[config.mk]
export PLATFORM = sky130hd
export DESIGN_NAME = spr_regs_top
export DESIGN_NICKNAME = d
export VERILOG_FILES = /design/src/spr_pkg.sv /design/src/spr_words_if.sv /design/src/spr_word_store.sv /design/src/spr_field_unpack.sv /design/src/spr_regs_top.sv
export SDC_FILE = /design/constraint.sdc
export NUM_CORES = 1
export LEC_CHECK = 0
export BUFFER_PORTS_ARGS = -buffer_cell sky130_fd_sc_hd__clkbuf_2
export CORE_AREA = 2 2 161 163
export CTS_BUF_LIST = sky130_fd_sc_hd__clkbuf_16
export CTS_CLUSTER_DIAMETER = 80
export DETAILED_ROUTE_END_ITERATION = 8
export DIE_AREA = 0 0 163 165
export GPL_TIMING_DRIVEN = 0
export PLACE_DENSITY_LB_ADDON = 0.08
export SYNTH_ARGS = -nofsm -noshare
export SYNTH_HDL_FRONTEND = slang
export SYNTH_HIERARCHICAL = 1
export SYNTH_SLANG_ARGS = --single-unit
[constraint.sdc]
create_clock -name aclk -period 3.2 [get_ports aclk]
set_input_delay 0.16 -clock aclk [delete_from_list [all_inputs] [get_ports aclk]]
set_output_delay 0.16 -clock aclk [all_outputs]
set_load 0.005 [all_outputs]
[src/spr_pkg.sv]
// constants for the speed-reference profile register bank
// assumes an AXI4-Lite master with 12-bit byte addresses and 32-bit data
// What this block does
// duty E low nibble at word3 bits 30-27
// second turn-on duty code at 26-19
// second turn-off duty code at 18-11
// second duty clamp code at 10-3
// hysteresis 2-bit code maps 0/0.5/1/2 percent
// first turn-off reference at word4 30-23
// first reference clamp at word4 22-15
// reference breakpoint A at word4 14-7
// breakpoint B joins word4 6-0, word5 bit30
// reference breakpoint C at word5 29-22
// reference breakpoint D at word5 21-14
// breakpoint E at word5 13-6, 5-0 reserved
// every word resets to all zeros
// word6 holds second turn-off, second clamp
// 2-bit selector picks profile type
// reads return last written value, all bits
package spr_pkg;
  localparam int unsigned SPR_ADDR_W = 12;
  localparam int unsigned SPR_NWORDS = 6;
  // register index; byte address is four times it
  localparam logic [9:0] SPR_WORD_IDX [SPR_NWORDS] =
    '{10'h094, 10'h096, 10'h098, 10'h09a, 10'h09c, 10'h09e};
  localparam logic [2:0] SPR_SLOT_W1 = 3'h0;
  localparam logic [2:0] SPR_SLOT_W2 = 3'h1;
  localparam logic [2:0] SPR_SLOT_W3 = 3'h2;
  localparam logic [2:0] SPR_SLOT_W4 = 3'h3;
  localparam logic [2:0] SPR_SLOT_W5 = 3'h4;
  localparam logic [2:0] SPR_SLOT_W6 = 3'h5;
  localparam logic [31:0] SPR_WORD_RESET = 32'h0000_0000;
  // field positions (lsb)
  localparam int unsigned SPR_PTYPE_LSB = 29;
  localparam int unsigned SPR_DUTYE_HI_LSB = 0;
  localparam int unsigned SPR_DUTYE_LO_LSB = 27;
  localparam int unsigned SPR_ON2_LSB = 19;
  localparam int unsigned SPR_OFF2_LSB = 11;
  localparam int unsigned SPR_DCLAMP2_LSB = 3;
  localparam int unsigned SPR_HYS_LSB = 1;
  localparam int unsigned SPR_ROFF1_LSB = 23;
  localparam int unsigned SPR_RCLAMP1_LSB = 15;
  localparam int unsigned SPR_REFA_LSB = 7;
  localparam int unsigned SPR_REFB_HI_LSB = 0;
  localparam int unsigned SPR_REFB_LO_BIT = 30;
  localparam int unsigned SPR_REFC_LSB = 22;
  localparam int unsigned SPR_REFD_LSB = 14;
  localparam int unsigned SPR_REFE_LSB = 6;
  localparam int unsigned SPR_ROFF2_LSB = 23;
  localparam int unsigned SPR_RCLAMP2_LSB = 15;
  // hysteresis in steps of 0.5 percent
  localparam logic [2:0] SPR_HYS_0 = 3'h0;
  localparam logic [2:0] SPR_HYS_1 = 3'h1;
  localparam logic [2:0] SPR_HYS_2 = 3'h2;
  localparam logic [2:0] SPR_HYS_3 = 3'h4;
  localparam logic [1:0] SPR_RESP_OKAY = 2'h0;
  localparam logic [1:0] SPR_RESP_SLVERR = 2'h2;
  typedef enum logic [1:0] {
    SPR_PROF_EQUATION,
    SPR_PROF_LINEAR,
    SPR_PROF_STAIRCASE,
    SPR_PROF_FWD_REV
  } spr_profile_e;
endpackage : spr_pkg

[src/spr_words_if.sv]
// carrier between the bus slave, the word store and the field unpacker
// assumes all users run on the same clock
`timescale 1ns/1ps
`default_nettype none
interface spr_words_if;
  logic        we;
  logic [2:0]  slot;
  logic [31:0] wdata;
  logic [3:0]  wstrb;
  logic [31:0] word [spr_pkg::SPR_NWORDS];
  modport host  (output we, slot, wdata, wstrb, input word);
  modport store (input we, slot, wdata, wstrb, output word);
  modport view  (input word);
endinterface : spr_words_if
`default_nettype wire

[src/spr_word_store.sv]
// the six profile words as flip-flops with byte-lane writes
// assumes at most one write per cycle from the host side
`timescale 1ns/1ps
`default_nettype none
module spr_word_store (
  // clock and reset
  input wire logic aclk,
  input wire logic aresetn,
  // word access
  spr_words_if.store w
);
  function automatic logic [31:0] merge(input logic [31:0] old_v,
                                        input logic [31:0] new_v,
                                        input logic [3:0]  strb);
    logic [31:0] r;
    r = old_v;
    for (int b = 0; b < 4; b++)
      if (strb[b]) r[8*b +: 8] = new_v[8*b +: 8];
    return r;
  endfunction : merge

  logic [31:0] word_ff     [spr_pkg::SPR_NWORDS];
  logic [31:0] nxt_word    [spr_pkg::SPR_NWORDS];

  for (genvar g = 0; g < spr_pkg::SPR_NWORDS; g++)
  begin : g_word
    always_comb
    begin
      nxt_word[g] = word_ff[g];
      if (w.we && w.slot == 3'(g))
        nxt_word[g] = merge(word_ff[g], w.wdata, w.wstrb);
    end
    always_ff @(posedge aclk)
    begin
      if (!aresetn)
        word_ff[g] <= spr_pkg::SPR_WORD_RESET;
      else
        word_ff[g] <= nxt_word[g];
    end
    assign w.word[g] = word_ff[g];
  end
endmodule : spr_word_store
`default_nettype wire

[src/spr_field_unpack.sv]
// splits the profile words into registered fields for the generator
// assumes words are stable except on register writes
`timescale 1ns/1ps
`default_nettype none
module spr_field_unpack (
  // clock and reset
  input  wire logic              aclk,
  input  wire logic              aresetn,
  // words
  spr_words_if.view              w,
  // fields
  output var spr_pkg::spr_profile_e profile_type,
  output logic [7:0]             duty_e,
  output logic [7:0]             second_turn_on_duty,
  output logic [7:0]             second_turn_off_duty,
  output logic [7:0]             second_duty_clamp,
  output logic [1:0]             duty_hysteresis_select,
  output logic [2:0]             hysteresis_half_pct,
  output logic [7:0]             first_turn_off_reference,
  output logic [7:0]             first_reference_clamp,
  output logic [7:0]             ref_a,
  output logic [7:0]             ref_b,
  output logic [7:0]             ref_c,
  output logic [7:0]             ref_d,
  output logic [7:0]             ref_e,
  output logic [7:0]             second_turn_off_reference,
  output logic [7:0]             second_reference_clamp
);
  function automatic logic [2:0] hys_steps(input logic [1:0] code);
    logic [2:0] r;
    unique case (code)
      2'h0: r = spr_pkg::SPR_HYS_0;
      2'h1: r = spr_pkg::SPR_HYS_1;
      2'h2: r = spr_pkg::SPR_HYS_2;
      2'h3: r = spr_pkg::SPR_HYS_3;
    endcase
    return r;
  endfunction : hys_steps

  logic [31:0] w1, w2, w3, w4, w5, w6;
  logic [1:0]  nxt_ptype;
  logic [7:0]  nxt_f [12];
  logic [1:0]  nxt_hys;
  logic [2:0]  nxt_steps;
  logic [1:0]  ptype_ff;
  logic [7:0]  f_ff [12];
  logic [1:0]  hys_ff;
  logic [2:0]  steps_ff;

  always_comb
  begin
    w1 = w.word[spr_pkg::SPR_SLOT_W1];
    w2 = w.word[spr_pkg::SPR_SLOT_W2];
    w3 = w.word[spr_pkg::SPR_SLOT_W3];
    w4 = w.word[spr_pkg::SPR_SLOT_W4];
    w5 = w.word[spr_pkg::SPR_SLOT_W5];
    w6 = w.word[spr_pkg::SPR_SLOT_W6];
    nxt_ptype = w1[spr_pkg::SPR_PTYPE_LSB +: 2];
    nxt_f[0] = {w2[spr_pkg::SPR_DUTYE_HI_LSB +: 4],
                w3[spr_pkg::SPR_DUTYE_LO_LSB +: 4]};
    nxt_f[1] = w3[spr_pkg::SPR_ON2_LSB +: 8];
    nxt_f[2] = w3[spr_pkg::SPR_OFF2_LSB +: 8];
    nxt_f[3] = w3[spr_pkg::SPR_DCLAMP2_LSB +: 8];
    nxt_f[4] = w4[spr_pkg::SPR_ROFF1_LSB +: 8];
    nxt_f[5] = w4[spr_pkg::SPR_RCLAMP1_LSB +: 8];
    nxt_f[6] = w4[spr_pkg::SPR_REFA_LSB +: 8];
    nxt_f[7] = {w4[spr_pkg::SPR_REFB_HI_LSB +: 7],
                w5[spr_pkg::SPR_REFB_LO_BIT]};
    nxt_f[8] = w5[spr_pkg::SPR_REFC_LSB +: 8];
    nxt_f[9] = w5[spr_pkg::SPR_REFD_LSB +: 8];
    nxt_f[10] = w5[spr_pkg::SPR_REFE_LSB +: 8];
    nxt_f[11] = w6[spr_pkg::SPR_ROFF2_LSB +: 8];
    nxt_hys = w3[spr_pkg::SPR_HYS_LSB +: 2];
    nxt_steps = hys_steps(nxt_hys);
  end

  always_ff @(posedge aclk)
  begin
    if (!aresetn)
    begin
      ptype_ff <= 2'h0;
      hys_ff   <= 2'h0;
      steps_ff <= 3'h0;
      for (int i = 0; i < 12; i++)
        f_ff[i] <= 8'h00;
    end
    else
    begin
      ptype_ff <= nxt_ptype;
      hys_ff   <= nxt_hys;
      steps_ff <= nxt_steps;
      for (int i = 0; i < 12; i++)
        f_ff[i] <= nxt_f[i];
    end
  end

  logic [7:0] clamp2_ff;
  logic [7:0] nxt_clamp2;
  always_comb
    nxt_clamp2 = w6[spr_pkg::SPR_RCLAMP2_LSB +: 8];
  always_ff @(posedge aclk)
  begin
    if (!aresetn)
      clamp2_ff <= 8'h00;
    else
      clamp2_ff <= nxt_clamp2;
  end

  assign profile_type              = spr_pkg::spr_profile_e'(ptype_ff);
  assign duty_e                    = f_ff[0];
  assign second_turn_on_duty       = f_ff[1];
  assign second_turn_off_duty      = f_ff[2];
  assign second_duty_clamp         = f_ff[3];
  assign duty_hysteresis_select    = hys_ff;
  assign hysteresis_half_pct       = steps_ff;
  assign first_turn_off_reference  = f_ff[4];
  assign first_reference_clamp     = f_ff[5];
  assign ref_a                     = f_ff[6];
  assign ref_b                     = f_ff[7];
  assign ref_c                     = f_ff[8];
  assign ref_d                     = f_ff[9];
  assign ref_e                     = f_ff[10];
  assign second_turn_off_reference = f_ff[11];
  assign second_reference_clamp    = clamp2_ff;
endmodule : spr_field_unpack
`default_nettype wire

[src/spr_regs_top.sv]
// speed-reference profile register bank behind an AXI4-Lite slave
// assumes one write and one read outstanding at most, single clock
//
// The AXI4-Lite slave port was chosen for this implementation.
`timescale 1ns/1ps
`default_nettype none
module spr_regs_top (
  // clock and reset
  input  wire logic              aclk,
  input  wire logic              aresetn,
  // write address channel
  input  wire logic [11:0]       s_axil_awaddr,
  input  wire logic              s_axil_awvalid,
  output logic                   s_axil_awready,
  // write data channel
  input  wire logic [31:0]       s_axil_wdata,
  input  wire logic [3:0]        s_axil_wstrb,
  input  wire logic              s_axil_wvalid,
  output logic                   s_axil_wready,
  // write response channel
  output logic [1:0]             s_axil_bresp,
  output logic                   s_axil_bvalid,
  input  wire logic              s_axil_bready,
  // read address channel
  input  wire logic [11:0]       s_axil_araddr,
  input  wire logic              s_axil_arvalid,
  output logic                   s_axil_arready,
  // read data channel
  output logic [31:0]            s_axil_rdata,
  output logic [1:0]             s_axil_rresp,
  output logic                   s_axil_rvalid,
  input  wire logic              s_axil_rready,
  // profile fields
  output var spr_pkg::spr_profile_e profile_type,
  output logic [7:0]             duty_e,
  output logic [7:0]             second_turn_on_duty,
  output logic [7:0]             second_turn_off_duty,
  output logic [7:0]             second_duty_clamp,
  output logic [1:0]             duty_hysteresis_select,
  output logic [2:0]             hysteresis_half_pct,
  output logic [7:0]             first_turn_off_reference,
  output logic [7:0]             first_reference_clamp,
  output logic [7:0]             ref_a,
  output logic [7:0]             ref_b,
  output logic [7:0]             ref_c,
  output logic [7:0]             ref_d,
  output logic [7:0]             ref_e,
  output logic [7:0]             second_turn_off_reference,
  output logic [7:0]             second_reference_clamp
);
  // returns {hit, slot} for a byte address
  function automatic logic [3:0] slot_of(input logic [11:0] a);
    logic [3:0] r;
    r = 4'h0;
    for (int i = 0; i < spr_pkg::SPR_NWORDS; i++)
      if (a[11:2] == spr_pkg::SPR_WORD_IDX[i])
        r = {1'b1, 3'(i)};
    return r;
  endfunction : slot_of

  spr_words_if wif ();

  logic        aw_held_ff;
  logic [11:0] aw_addr_ff;
  logic        w_held_ff;
  logic [31:0] wdata_ff;
  logic [3:0]  wstrb_ff;
  logic        bvalid_ff;
  logic [1:0]  bresp_ff;
  logic        rvalid_ff;
  logic [31:0] rdata_ff;
  logic [1:0]  rresp_ff;
  logic        nxt_aw_held;
  logic [11:0] nxt_aw_addr;
  logic        nxt_w_held;
  logic [31:0] nxt_wdata;
  logic [3:0]  nxt_wstrb;
  logic        nxt_bvalid;
  logic [1:0]  nxt_bresp;
  logic        nxt_rvalid;
  logic [31:0] nxt_rdata;
  logic [1:0]  nxt_rresp;
  logic [3:0]  wr_hit_slot;
  logic [3:0]  rd_hit_slot;
  logic        commit;
  logic        rd_take;

  always_comb
  begin
    wr_hit_slot = slot_of(aw_addr_ff);
    rd_hit_slot = slot_of(s_axil_araddr);
    commit      = aw_held_ff && w_held_ff && !bvalid_ff;
    rd_take     = s_axil_arvalid && !rvalid_ff;
  end

  assign s_axil_awready = !aw_held_ff && !bvalid_ff;
  assign s_axil_wready  = !w_held_ff && !bvalid_ff;
  assign s_axil_arready = !rvalid_ff;
  assign s_axil_bvalid  = bvalid_ff;
  assign s_axil_bresp   = bresp_ff;
  assign s_axil_rvalid  = rvalid_ff;
  assign s_axil_rdata   = rdata_ff;
  assign s_axil_rresp   = rresp_ff;

  // write goes to the store in the commit cycle
  assign wif.we    = commit && wr_hit_slot[3];
  assign wif.slot  = wr_hit_slot[2:0];
  assign wif.wdata = wdata_ff;
  assign wif.wstrb = wstrb_ff;

  always_comb
  begin
    nxt_aw_held = aw_held_ff;
    nxt_aw_addr = aw_addr_ff;
    nxt_w_held  = w_held_ff;
    nxt_wdata   = wdata_ff;
    nxt_wstrb   = wstrb_ff;
    nxt_bvalid  = bvalid_ff;
    nxt_bresp   = bresp_ff;
    nxt_rvalid  = rvalid_ff;
    nxt_rdata   = rdata_ff;
    nxt_rresp   = rresp_ff;
    if (s_axil_awvalid && s_axil_awready)
    begin
      nxt_aw_held = 1'b1;
      nxt_aw_addr = s_axil_awaddr;
    end
    if (s_axil_wvalid && s_axil_wready)
    begin
      nxt_w_held = 1'b1;
      nxt_wdata  = s_axil_wdata;
      nxt_wstrb  = s_axil_wstrb;
    end
    if (commit)
    begin
      nxt_aw_held = 1'b0;
      nxt_w_held  = 1'b0;
      nxt_bvalid  = 1'b1;
      nxt_bresp   = wr_hit_slot[3] ? spr_pkg::SPR_RESP_OKAY
                                   : spr_pkg::SPR_RESP_SLVERR;
    end
    else if (bvalid_ff && s_axil_bready)
      nxt_bvalid = 1'b0;
    if (rd_take)
    begin
      nxt_rvalid = 1'b1;
      // unmapped reads return zero with an error
      nxt_rdata  = rd_hit_slot[3] ? wif.word[rd_hit_slot[2:0]]
                                  : 32'h0000_0000;
      nxt_rresp  = rd_hit_slot[3] ? spr_pkg::SPR_RESP_OKAY
                                  : spr_pkg::SPR_RESP_SLVERR;
    end
    else if (rvalid_ff && s_axil_rready)
      nxt_rvalid = 1'b0;
  end

  always_ff @(posedge aclk)
  begin
    if (!aresetn)
    begin
      aw_held_ff <= 1'b0;
      aw_addr_ff <= 12'h000;
      w_held_ff  <= 1'b0;
      wdata_ff   <= 32'h0000_0000;
      wstrb_ff   <= 4'h0;
      bvalid_ff  <= 1'b0;
      bresp_ff   <= 2'h0;
      rvalid_ff  <= 1'b0;
      rdata_ff   <= 32'h0000_0000;
      rresp_ff   <= 2'h0;
    end
    else
    begin
      aw_held_ff <= nxt_aw_held;
      aw_addr_ff <= nxt_aw_addr;
      w_held_ff  <= nxt_w_held;
      wdata_ff   <= nxt_wdata;
      wstrb_ff   <= nxt_wstrb;
      bvalid_ff  <= nxt_bvalid;
      bresp_ff   <= nxt_bresp;
      rvalid_ff  <= nxt_rvalid;
      rdata_ff   <= nxt_rdata;
      rresp_ff   <= nxt_rresp;
    end
  end

  spr_word_store u_store (
    .aclk    (aclk),
    .aresetn (aresetn),
    .w       (wif.store)
  );

  spr_field_unpack u_unpack (
    .aclk                      (aclk),
    .aresetn                   (aresetn),
    .w                         (wif.view),
    .profile_type              (profile_type),
    .duty_e                    (duty_e),
    .second_turn_on_duty       (second_turn_on_duty),
    .second_turn_off_duty      (second_turn_off_duty),
    .second_duty_clamp         (second_duty_clamp),
    .duty_hysteresis_select    (duty_hysteresis_select),
    .hysteresis_half_pct       (hysteresis_half_pct),
    .first_turn_off_reference  (first_turn_off_reference),
    .first_reference_clamp     (first_reference_clamp),
    .ref_a                     (ref_a),
    .ref_b                     (ref_b),
    .ref_c                     (ref_c),
    .ref_d                     (ref_d),
    .ref_e                     (ref_e),
    .second_turn_off_reference (second_turn_off_reference),
    .second_reference_clamp    (second_reference_clamp)
  );

  // checks
  logic        any_word_set;
  logic [31:0] w3, w4, w5, w6;
  always_comb
  begin
    any_word_set = 1'b0;
    for (int i = 0; i < spr_pkg::SPR_NWORDS; i++)
      any_word_set = any_word_set || (wif.word[i] != 32'h0000_0000);
    w3 = wif.word[spr_pkg::SPR_SLOT_W3];
    w4 = wif.word[spr_pkg::SPR_SLOT_W4];
    w5 = wif.word[spr_pkg::SPR_SLOT_W5];
    w6 = wif.word[spr_pkg::SPR_SLOT_W6];
  end
endmodule : spr_regs_top
`default_nettype wire

-- Word level (Yosys, flattened, before mapping)
Memories as Yosys holds them, arrays and structs flattened.
Cells that the tools add are included.
- input port bits: 67
- memory bits (writable): 288
- bits in latches: 0
- word-level logic and storage cells: 155
- bits in read-only memories: 0
- output and inout bits: 152
- bits in registers: 103
- memories: 2
- memory list (memory ; depth ; bits a word ; read ports ; clocked after memory_dff ; write ports ; line ; text):
    u_store.word_ff ; 6 ; 32 ; 6 ; 0 ; 6 ; spr_word_store.sv:22 ; logic [31:0] word_ff [spr_pkg::SPR_NWORDS];
    u_unpack.f_ff ; 12 ; 8 ; 12 ; 0 ; 12 ; spr_field_unpack.sv:46 ; logic [7:0] f_ff [12];
- muxes and demuxes: 73
- eq/ne operators: 20
- divide/modulo/power cells: 0
- multiply operators: 0
- shifts and indexed selects: 0
- magnitude comparators: 1
- bitwise gates (word level): 20
- add/sub/neg operators: 0
- reduce and logical (&&, ||, !) cells: 25
- operators with widths (operator ; count):
    32-bit two-way mux ; 15
    8-bit two-way mux ; 36
    10-bit by 8-bit == test with 1-bit output, second input constant ; 12
    32-bit binary-select mux with 3-bit select ; 1
    4-bit two-way mux ; 12
    1-bit OR ; 18
    1-bit logical AND ; 16
    3-bit one-hot mux with 4 select lines ; 1
    3-bit by 2-bit == test with 1-bit output, second input constant ; 2
    3-bit == test, second input constant ; 2
    1-bit two-way mux ; 6
    2-bit == test, second input constant ; 2
    4-bit greater-or-equal comparator, second input constant ; 1
    1-bit logical NOT ; 4
    2-bit two-way mux ; 2
    3-bit NOT with 4-bit output ; 1
    2-bit nonzero test ; 2
    3-bit by 1-bit == test with 1-bit output, second input constant ; 1
    3-bit logical NOT ; 1
    2-bit by 1-bit == test with 1-bit output, second input constant ; 1
    2-bit logical NOT ; 1
    2-bit OR reduction ; 1
    1-bit NOT ; 1

-- Longest topological paths before layout
Gate-level depths: netlist of run 1.
- word-level depth: 12
- gate-level depth with buffers: 8
- gate-level depth less buffers: 7

-- Modules after synthesis
The synthesis of run 1 kept the hierarchy.
- by module, submodules not included (module ; seq. area each (um^2) ; area an instance (um^2) ; cells an instance ; instances):
    spr_word_store ; 3843.7 ; 6977.9 ; 672 ; 1
    spr_regs_top ; 1681.6 ; 5213.8 ; 667 ; 1
    spr_field_unpack ; 2222.1 ; 2994.1 ; 234 ; 1

-- Least setup slack after synthesis of run 1
No wires, ideal clock.
- kind: register to register
- from: reg aw_addr_ff[7]
- to: mem u_store.word_ff[1][0]
- stages on the path, launching flop included: 9
- path slack: 1.214 ns
- required time: 3.128 ns
- library setup time: 0.072 ns
- arrival time: 1.914 ns
- clock period less this slack: 1.986 ns
- buffers on the path: 1
- cell sequence: dfxtp_1 > nand4bb_1 > nor4_1 > nand2_1 > nor2_1 > and4bb_2 > buf_2 > nand2_2 > mux2i_1
- RTL lines (what ; line ; text):
    start, declared ; spr_regs_top.sv:64 ; logic [11:0] aw_addr_ff;
    start signal, assigned ; spr_regs_top.sv:175 ; aw_addr_ff <= nxt_aw_addr;
    end, declared ; spr_word_store.sv:22 ;

==> results of run 1 <==
## metal layers
layer / vias up / share of wire [%] / track usage [%]
li1: 6068 / - / -
met1: 6387 / 40 / 47.7
met2: 765 / 45 / 56.7
met3: 138 / 10 / 7.66
met4: 2 / 4.7 / 17.7
met5: - / 0.026 / 0
## where the power goes
group | internal (mW) | switching [mW] | total [mW]
clock network | 2.76 | 1.95 | 4.71
registers | 4.86 | 0.0330 | 4.90
logic | 0.193 | 0.443 | 0.636
total | 7.82 | 2.42 | 10.2
## cell usage after synthesis, drive strengths merged, types with 3 or more instances
library cell | n | area share (%)
a41oi | 31 | 1.8
nor4 | 4 | 0.30
nand4 | 31 | 1.3
o22ai | 31 | 1.3
and3 | 34 | 1.4
nand3 | 4 | 0.13
clkbuf | 79 | 2.0
nor2 | 11 | 0.29
and4bb | 3 | 0.25
mux2 | 32 | 2.4
mux2i | 194 | 13
a211oi | 30 | 1.5
buf | 40 | 1.5
nand2b | 3 | 0.12
and2 | 110 | 4.5
nand2 | 349 | 9.0
o41a | 30 | 2.2
o21ai | 32 | 1.1
or3 | 31 | 1.3
inv | 32 | 0.79
a21oi | 50 | 1.6
dfxtp | 387 | 51
## metrics by stage
stage	setup WS [ns]	std cells
2_1_floorplan	1.21	1574
3_3_place_gp	0.629	2114
3_5_place_dp	0.569	2114
4_1_cts	0.518	2236
5_1_grt	0.352	2236
6_report	0.467	2236
## registers in the layout, summed over array words and instances (netlist names), 2 cells and up
register	flops
aw_addr_ff	10
s_axil_rdata	32
u_store/word_ff	192
u_unpack/duty_hysteresis_select	2
u_unpack/f_ff	96
u_unpack/hysteresis_half_pct	3
u_unpack/profile_type	2
u_unpack/second_reference_clamp	8
wdata_ff	32
wif.wstrb	4
## how the worst max path moves through the flow
stage and to:
2_1_floorplan u_store/word_ff[1][0], 3_3_place_gp u_store/word_ff[0][18], 3_5_place_dp u_store/word_ff[0][19], 4_1_cts u_store/word_ff[0][13], 5_1_grt u_store/word_ff[0][13], 6_report u_store/word_ff[0][13]
## cells by family (layout without fill, tap and decap cells)
| logic type | after synthesis | after routing | synth area share, % |
|---|---|---|---|
| flops | 387 | 387 | 51.0 |
| simple gates | 595 | 595 | 19.5 |
| mux | 226 | 226 | 15.2 |
| buf+inv | 152 | 484 | 4.30 |
| other cells | 1 | 2 | 0.0247 |
| compound gates | 212 | 212 | 9.99 |
## worst max-delay path, delay by kind of cell, from the launching register on
kind | cells | cell delay [ns]
AOI/OAI and AO/OA | 1 | 0.35
DFF | 1 | 0.30
and+or+nand+nor | 4 | 1.71
muxes | 1 | 0.27
## area by class of cell
| type | instances | area share (%) |
|---|---|---|
| clock inverters | 30 | 1.39 |
| inverters | 33 | 0.670 |
| flip-flops and latches | 387 | 41.9 |
| well taps | 330 | 2.23 |
| clock buffers | 43 | 5.82 |
| plain buffers | 119 | 2.86 |
| multi-input cells | 1035 | 36.7 |
| repair buffers | 259 | 8.34 |
## what timing repair did
| item | in CTS | in global routing |
|---|---|---|
| buffers inserted | 0 | 0 |
| hold buffers | 49 | 0 |
| hold endpoints to repair | 49 | 0 |
| gates resized for setup | 0 | 0 |
| endpoints found under the setup margin | 0 | 0 |
==> summary.txt, run 1 <==
hold path startpoint = s_axil_awvalid
Slew @ Worst Pin = 1.11 ns
via count = 13,400
Reg area = 0.00775 mm²
status = completed
YS warnings = 6
FF+latch count, synth = 387
# setup viols final = 0
Post-DP Area = 0.0167 mm²
worst hold path endpoint = aw_addr_ff[11]
crit share post-route = 85.4%
clock period minus worst slack = 2.73 ns
global-route wire length before repair = 73.3 mm
fraction of layout cells with a size suffix above 1 = 19.9%
Avg Cell Area, Syn = 9.65 µm²
Max Root-Sink Buffers = 3
Placer Congestion = 0.914
setup TNS = 0 ns
Iteration-0 DRC Markers = 1,243
endpoint class of the critical path = flip-flop
f_max = 366 MHz
CP startpoint = aw_addr_ff[7]
maxcap violations = 0
DRC viols = 0
Synth Cell Area = 0.0152 mm²
WHS = 0.0714 ns
Skew-Pair Late Insertion Delay = 0.54 ns
relative slew slack = 25.8%
clk_skew = 0.0233 ns
initial core utilization = 60.7%
R2R Setup Slk = 0.47 ns
R2R Path End = u_store/word_ff[0][13]
largest net degree at the start of global routing = 15
total grt overflow = 0
die outline width = 163 µm
Synth cell types = 50
Hold Path Class = input pin to flip-flop
I/O Buffers = 210
R2R depth = 6
vias in the first global route = 12,800
r2r startpoint = aw_addr_ff[7]
Reg clk slew, reported paths = 0.06 ns
cts bufs inserted = 41
Critical Path Fanout Max = 8
CP cell instances = nand4bb_1 -> nor4_1 -> o211a_1 -> nor4b_4 -> nand2_2 -> mux2i_1
CTS sink cnt = 387
area of the multi-input gates = 0.00679 mm²
ys async rst share = 0%
initial antenna violation count = 2
Core Area = 0.0250 mm²
post-route design area = 0.0185 mm²
Critical Path RT = 3.64 ns
pwr/cell area = 554 mW/mm²
# diodes = 0
DRT antenna net count = 0
worst path arrival time = 3.17 ns
vias per cell = 5.97
H-tree levels = 2
Die ar. = 0.0269 mm²
crit path kind = flip-flop to flip-flop
drt wl/cell = 22.2 µm
Synth Instances = 1,573
most common cell after layout, fill and taps aside = dfxtp_1
total power draw = 10.2 mW
critical path launch point type = flip-flop
die span in y = 165 µm
Peak VDD IR = 0.000460 V
most frequent cells in the layout = dfxtp_1 (387), nand2_1 (325), clkbuf_2 (218), mux2i_1 (194), and2_1 (110)
first-pass detailed-route iteration total = 5
CTS tree = done
area growth from synthesis to layout = 21.7%
sequential-to-total area share from yosys stat = 51.0%
dpl hpwl = 33.5 mm
IO Pins = 219
Hold Fails Final Rpt = 0
critical path's slowest cell = nor4b_4
RSZ-0062 raised after global routing = false
top_reg_cell synth = dfxtp_1
standard-cell rows = 58
hold path cells = 4
leak pwr = 8.55 nW
WL final = 49.6 mm
fillers = 1,926
Critical Path Max Stage Delay = 0.63 ns
number of synthesized flops with an enable pin = 0
fin. max-slew vios = 0
gr usage total = 36.2%
fin nets = 1,943
CTS root buf = clkbuf_16
final core occ = 73.8%
No activity file was read; power rests on OpenSTA's default activity.
==> run 2: changes to the inputs <==
--- a/config.mk
+++ b/config.mk
@@ -6,11 +6,11 @@
 export NUM_CORES = 1
 export LEC_CHECK = 0
 export BUFFER_PORTS_ARGS = -buffer_cell sky130_fd_sc_hd__clkbuf_2
-export CORE_AREA = 2 2 161 163
+export CORE_AREA = 2 2 187 189
 export CTS_BUF_LIST = sky130_fd_sc_hd__clkbuf_16
 export CTS_CLUSTER_DIAMETER = 80
 export DETAILED_ROUTE_END_ITERATION = 8
-export DIE_AREA = 0 0 163 165
+export DIE_AREA = 0 0 189 191
 export GPL_TIMING_DRIVEN = 0
 export PLACE_DENSITY_LB_ADDON = 0.08
 export SYNTH_ARGS = -nofsm -noshare
==> summary.txt, run 2 (synthesis gave the netlist of run 1 again) <==
status = completed
Placer Congestion = 0.902 (-1.3%)
Cell Int Power = 7.88 mW (+0.82%)
relative slew slack = 28.9% (+3.1 points)
WL final = 50.7 mm (+2.1%)
sequential share of power = 47.6% (-0.2 points)
Core Area = 0.0341 mm² (+36%)
leak pwr = 8.56 nW (+0.15%)
vias in the first global route = 12,500 (-2.6%)
gr usage total = 27.6% (-8.6 points)
DRT antenna net count = 0 (unchanged)
most frequent cells in the layout = dfxtp_1 (387), nand2_1 (325), clkbuf_2 (218), mux2i_1 (194), and2_1 (110)
r2r startpoint = aw_addr_ff[7]
pwr/cell area = 552 mW/mm² (-0.50%)
CP startpoint = aw_addr_ff[7]
switching power = 2.41 mW (-0.72%)
worst path arrival time = 3.18 ns (about the same)
hold path startpoint = s_axil_awvalid
Hold Path Class = input pin to flip-flop
H-tree levels = 2 (unchanged)
Reg clk slew, reported paths = 0.06 ns (about the same)
Skew-Pair Late Insertion Delay = 0.53 ns (about the same)
cts bufs inserted = 41 (unchanged)
biggest regs = u_store/word_ff x192, u_unpack/f_ff x96
Critical Path Fanout Max = 8 (unchanged)
critical path's slowest cell = nor4b_4
Hold Fails Final Rpt = 0 (unchanged)
endpoint class of the critical path = flip-flop
CTS tree = done
CTS sink cnt = 387 (unchanged)
Max Root-Sink Buffers = 3 (unchanged)
max FFs per register = 192 (unchanged)
vias per cell = 5.43 (-9.2%)
via count = 12,800 (-4.0%)
CTS root buf = clkbuf_16
standard-cell rows = 68 (+17%)
die span in y = 191 µm (+16%)
f_max = 360 MHz (-1.5%)
fin. max-slew vios = 0 (unchanged)
IO Pins = 219 (unchanged)
largest net degree at the start of global routing = 14 (-1)
total grt overflow = 0 (unchanged)
Critical Path Max Stage Delay = 0.71 ns (+0.08 ns)
DRC viols = 0 (unchanged)
sw frac = 23.4% (-0.28 points)
Critical Path RT = 3.61 ns (-0.03 ns)
# setup viols final = 0 (unchanged)
most common cell after layout, fill and taps aside = dfxtp_1
Die ar. = 0.0361 mm² (+34%)
maxcap violations = 0 (unchanged)
Iteration-0 DRC Markers = 859 (-31%)
Post-Place Setup Slack = 0.514 ns (-0.0546 ns)
clock period minus worst slack = 2.77 ns (+0.0415 ns)
dpl hpwl = 36.0 mm (+7.3%)
initial core utilization = 44.5% (-16 points)
Comb pwr share = 6.1% (about the same)
RSZ-0062 raised after global routing = false
crit share post-route = 86.7% (+1.3 points)
Peak VDD IR = 0.000320 V (-30%)
Slew @ Worst Pin = 1.07 ns (-0.0467 ns)
largest register by flop count = u_store/word_ff
cts repair resizes = 0 (unchanged)
initial antenna violation count = 5 (+3)
global-route wire length before repair = 75.2 mm (+2.6%)
drt wl/cell = 21.5 µm (-3.3%)
first-pass detailed-route iteration total = 5 (unchanged)
CP cell instances = nand4bb_1 -> nor4_1 -> o211a_1 -> nor4b_4 -> nand2_2 -> mux2i_1
Setup Buffers After CTS = 0 (unchanged)
fin nets = 1,944 (+0.051%)
fraction of layout cells with a size suffix above 1 = 19.8% (-0.16 points)
critical path launch point type = flip-flop
setup TNS = 0 ns (unchanged)
area growth from synthesis to layout = 22.8%
clk_skew = 0.0189 ns (-0.00439 ns)
I/O Buffers = 210 (unchanged)
die outline width = 189 µm (+16%)
Clock power frac = 46.3% (+0.3 points)
final core occ = 54.7% (-19 points)
crit path kind = flip-flop to flip-flop
fin worst setup slack = 0.425 ns (-0.0415 ns)
==> run 2: changes by cell type in the layout (fill, tap and decap cells not counted), sizes merged <==
| cell | delta |
|---|---|
| clkinvlp | +1 |
| clkinv | -6 |
| dlygate4sd3 | +1 |
| inv | +3 |
| diode | +2 |
| bufinv | +1 |
==> run 2: worst max-delay path: cells and delay by family (launching register included) <==
kind / cells / cell delay, ns
AOI/OAI and AO/OA: 1 / 0.35
DFF: 1 / 0.31
muxes: 1 / 0.20
and+or+nand+nor: 4 / 1.78
==> run 2: final cells by class <==
cell class | count | area [µm²]
Antenna cell | 2 | 5.00
Buffer | 119 | 529
Clock buffer | 43 | 1080
Clock inverter | 29 | 263
Fill cell | 3169 | 15500
Inverter | 33 | 124
Multi-Input combinational cell | 1035 | 6790
Sequential cell | 387 | 7750
Tap cell | 455 | 569
Timing Repair Buffer | 260 | 1550
==> run 2: path summary, 6_finish.rpt <==
path	to	slack (ns)	cells past startpoint
worst min-delay path	aw_addr_ff[4]	0.13	4
worst max-delay path	u_store/word_ff[0][21]	0.43	6
worst max register to register	u_store/word_ff[0][21]	0.43	6
worst min register to register	wdata_ff[27]	0.45	2
==> run 2: timing repair <==
item / 4_1_cts / 5_1_grt
hold buffers: 50 / 0
endpoints found under the setup margin: 0 / 0
hold endpoints to repair: 49 / 0
==> run 2: stage by stage <==
| stage | std cells | total power [mW] | hold slack (ns) | cell area, µm² |
|---|---|---|---|---|
| 5_1_grt | 2362 | 10.6 | 0.154 | 18700 |
| 2_1_floorplan | 1574 | 5.31 | 0.296 | 15200 |
| 4_1_cts | 2361 | 10.4 | 0.113 | 18600 |
| 3_3_place_gp | 2239 | 5.57 | 0.385 | 16800 |
| 6_report | 2363 | 10.3 | 0.130 | 18700 |
| 3_5_place_dp | 2239 | 5.57 | 0.390 | 16800 |
==> run 2: power by group through the flow <==
stage | registers (mW) | logic [mW] | clock network, mW
final | 4.90 | 0.633 | 4.76
after global routing | 4.90 | 0.675 | 5.02
after CTS | 4.90 | 0.623 | 4.84
after detailed placement | 5.00 | 0.573 | 0
after global placement | 5.00 | 0.568 | 0
after floorplan | 4.99 | 0.323 | 0
==> run 2: per-layer routing <==
layer	part of all wire [%]	global-route usage [%]	wire length (µm)
met2	45	44.4	22800
met4	3.3	9.44	1670
met5	0.061	0	31
met1	45	36.7	22600
met3	7.1	5.76	3610
==> run 3: changes to the inputs <==
--- a/config.mk
+++ b/config.mk
@@ -5,7 +5,7 @@
 export SDC_FILE = /design/constraint.sdc
 export NUM_CORES = 1
 export LEC_CHECK = 0
-export BUFFER_PORTS_ARGS = -buffer_cell sky130_fd_sc_hd__clkbuf_2
+export BUFFER_PORTS_ARGS = -buffer_cell sky130_fd_sc_hd__buf_2
 export CORE_AREA = 2 2 187 189
 export CTS_BUF_LIST = sky130_fd_sc_hd__clkbuf_16
 export CTS_CLUSTER_DIAMETER = 80
==> summary.txt, run 3 (synthesis gave the netlist of run 1 again) <==
status = completed
endpoint class of the critical path = flip-flop
cts repair resizes = 0 (unchanged)
vias in the first global route = 12,500 (+0.39%)
Hold Fails Final Rpt = 0 (unchanged)
gr usage total = 27.9% (+0.34 points)
largest net degree at the start of global routing = 14 (unchanged)
Critical Path RT = 3.61 ns (about the same)
I/O Buffers = 210 (unchanged)
setup TNS = 0 ns (unchanged)
H-tree levels = 2 (unchanged)
Slew @ Worst Pin = 1.04 ns (-0.0274 ns)
die outline width = 189 µm (unchanged)
Setup Buffers After CTS = 0 (unchanged)
Comb pwr share = 6.1% (about the same)
Clock power frac = 46.3% (about the same)
critical path launch point type = flip-flop
pwr/cell area = 552 mW/mm² (about the same)
end of the critical path = u_store/word_ff[0][21]
initial antenna violation count = 3 (-2)
CTS tree = done
R2R Setup Slk = 0.51 ns (+0.08 ns)
worst path arrival time = 3.10 ns (-0.08 ns)
# setup viols final = 0 (unchanged)
post-route design area = 0.0186 mm² (about the same)
switching power = 2.40 mW (-0.13%)
critical path depth = 6 (unchanged)
Core Area = 0.0341 mm² (unchanged)
R2R depth = 6 (unchanged)
relative slew slack = 30.7% (+1.8 points)
sequential share of power = 47.6% (about the same)
Critical Path Max Stage Delay = 0.66 ns (-0.05 ns)
max FFs per register = 192 (unchanged)
final core occ = 54.7% (about the same)
IO Pins = 219 (unchanged)
via count = 12,900 (+0.92%)
Hold Path Class = input pin to flip-flop
sw frac = 23.4% (-0.030 points)
vias per cell = 5.48 (+0.92%)
cts bufs inserted = 41 (unchanged)
fraction of layout cells with a size suffix above 1 = 19.8% (about the same)
CTS sink cnt = 387 (unchanged)
critical path's slowest cell = nor4b_4
f_max = 371 MHz (+3.0%)
first-pass detailed-route iteration total = 5 (unchanged)
Peak VDD IR = 0.000336 V (+4.8%)
largest register by flop count = u_store/word_ff
most frequent cells in the layout = dfxtp_1 (387), nand2_1 (325), buf_2 (238), mux2i_1 (194), and2_1 (110)
Skew-Pair Late Insertion Delay = 0.54 ns (about the same)
clk_skew = 0.0127 ns (-0.00615 ns)
fin nets = 1,943 (-0.051%)
CP cell instances = nand4bb_1 -> nor4_1 -> o211a_1 -> nor4b_4 -> nand2_2 -> mux2i_1
most common cell after layout, fill and taps aside = dfxtp_1
DRC viols = 0 (unchanged)
area growth from synthesis to layout = 22.8% (about the same)
Placer Congestion = 0.898 (-0.39%)
Die ar. = 0.0361 mm² (unchanged)
initial core utilization = 44.5% (unchanged)
WHS = 0.0286 ns (-0.101 ns)
total power draw = 10.3 mW (about the same)
biggest regs = u_store/word_ff x192, u_unpack/f_ff x96
die span in y = 191 µm (unchanged)
maxcap violations = 0 (unchanged)
r2r startpoint = aw_addr_ff[7]
Max Root-Sink Buffers = 3 (unchanged)
leak pwr = 8.67 nW (+1.3%)
CP startpoint = aw_addr_ff[7]
Cell Int Power = 7.89 mW (about the same)
Post-DP Area = 0.0168 mm² (unchanged)
WL final = 51.1 mm (+0.85%)
clock period minus worst slack = 2.69 ns (-0.0816 ns)
dpl hpwl = 36.1 mm (+0.25%)
global-route wire length before repair = 76.2 mm (+1.3%)
RSZ-0062 raised after global routing = false
Buf+Inv Stages, Crit Path = 0 (unchanged)
Reg clk slew, reported paths = 0.06 ns (about the same)
total grt overflow = 0 (unchanged)
Critical Path Fanout Max = 8 (unchanged)
Iteration-0 DRC Markers = 928 (+8.0%)
standard-cell rows = 68 (unchanged)
CTS root buf = clkbuf_16
drt wl/cell = 21.6 µm (+0.85%)
fin. max-slew vios = 0 (unchanged)
crit share post-route = 84.2% (-2.6 points)
crit path kind = flip-flop to flip-flop
cell family with most CP delay = simple AND/OR/NAND/NOR gates
DRT antenna net count = 0 (unchanged)
R2R Path End = u_store/word_ff[0][21]
fillers = 3,158 (-0.35%)
run 3: repair_timing:
item	CTS	global route
hold endpoints to repair	49	0
setup endpoints to repair	0	0
hold buffers	49	0
run 3: worst min path at each step:
| stage | from | cells after the start | to | slack [ns] |
|---|---|---|---|---|
| after floorplan | s_axil_awaddr[2] | 2 | aw_addr_ff[2] | 0.30 |
| after global placement | s_axil_awaddr[8] | 3 | aw_addr_ff[8] | 0.40 |
| after detailed placement | s_axil_wdata[5] | 3 | wdata_ff[5] | 0.41 |
| after CTS | s_axil_awvalid | 4 | aw_addr_ff[11] | 0.01 |
| after global routing | s_axil_awvalid | 4 | aw_addr_ff[11] | 0.06 |
| final | s_axil_awvalid | 4 | aw_addr_ff[11] | 0.03 |
run 3: layer usage:
| layer | part of all wire, % | track usage (%) | routed length, µm | up-vias |
|---|---|---|---|---|
| met2 | 45 | 44.9 | 23000 | 527 |
| met3 | 6.9 | 4.81 | 3540 | 118 |
| li1 | - | - | - | 6078 |
| met5 | 0.061 | 0 | 31 | - |
| met4 | 3.9 | 10.4 | 2010 | 4 |
| met1 | 44 | 37.5 | 22500 | 6214 |
run 3: area by class of cell:
class | count | area, µm² | area share (%)
diodes | 1 | 2.50 | 0.0134
plain buffers | 119 | 529 | 2.84
clock buffers | 43 | 1080 | 5.77
clock inverters | 31 | 269 | 1.44
inverters | 33 | 124 | 0.664
multi-input cells | 1035 | 6790 | 36.4
flip-flops and latches | 387 | 7750 | 41.5
well taps | 455 | 569 | 3.05
repair buffers | 259 | 1540 | 8.27
run 3: metrics by stage:
| step | cells | worst slack (ns) |
|---|---|---|
| finish | 2363 | 0.507 |
| detailed placement | 2239 | 0.513 |
| global route | 2363 | 0.335 |
| CTS | 2362 | 0.502 |
| floorplan | 1574 | 1.21 |
| global placement | 2239 | 0.565 |
run 3: tightest hold or removal path: stages:
cell	delay (ns)
buf_2	0.10
and2_1	0.14
nand2_1	0.06
a21oi_1	0.05
run 3: power by group through the flow:
stage	combinational (mW)	clock (mW)	sequential [mW]
finish	0.628	4.76	4.90
global route	0.674	5.04	4.90
CTS	0.620	4.84	4.90
detailed placement	0.572	0	5.00
global placement	0.568	0	5.00
floorplan	0.323	0	4.99
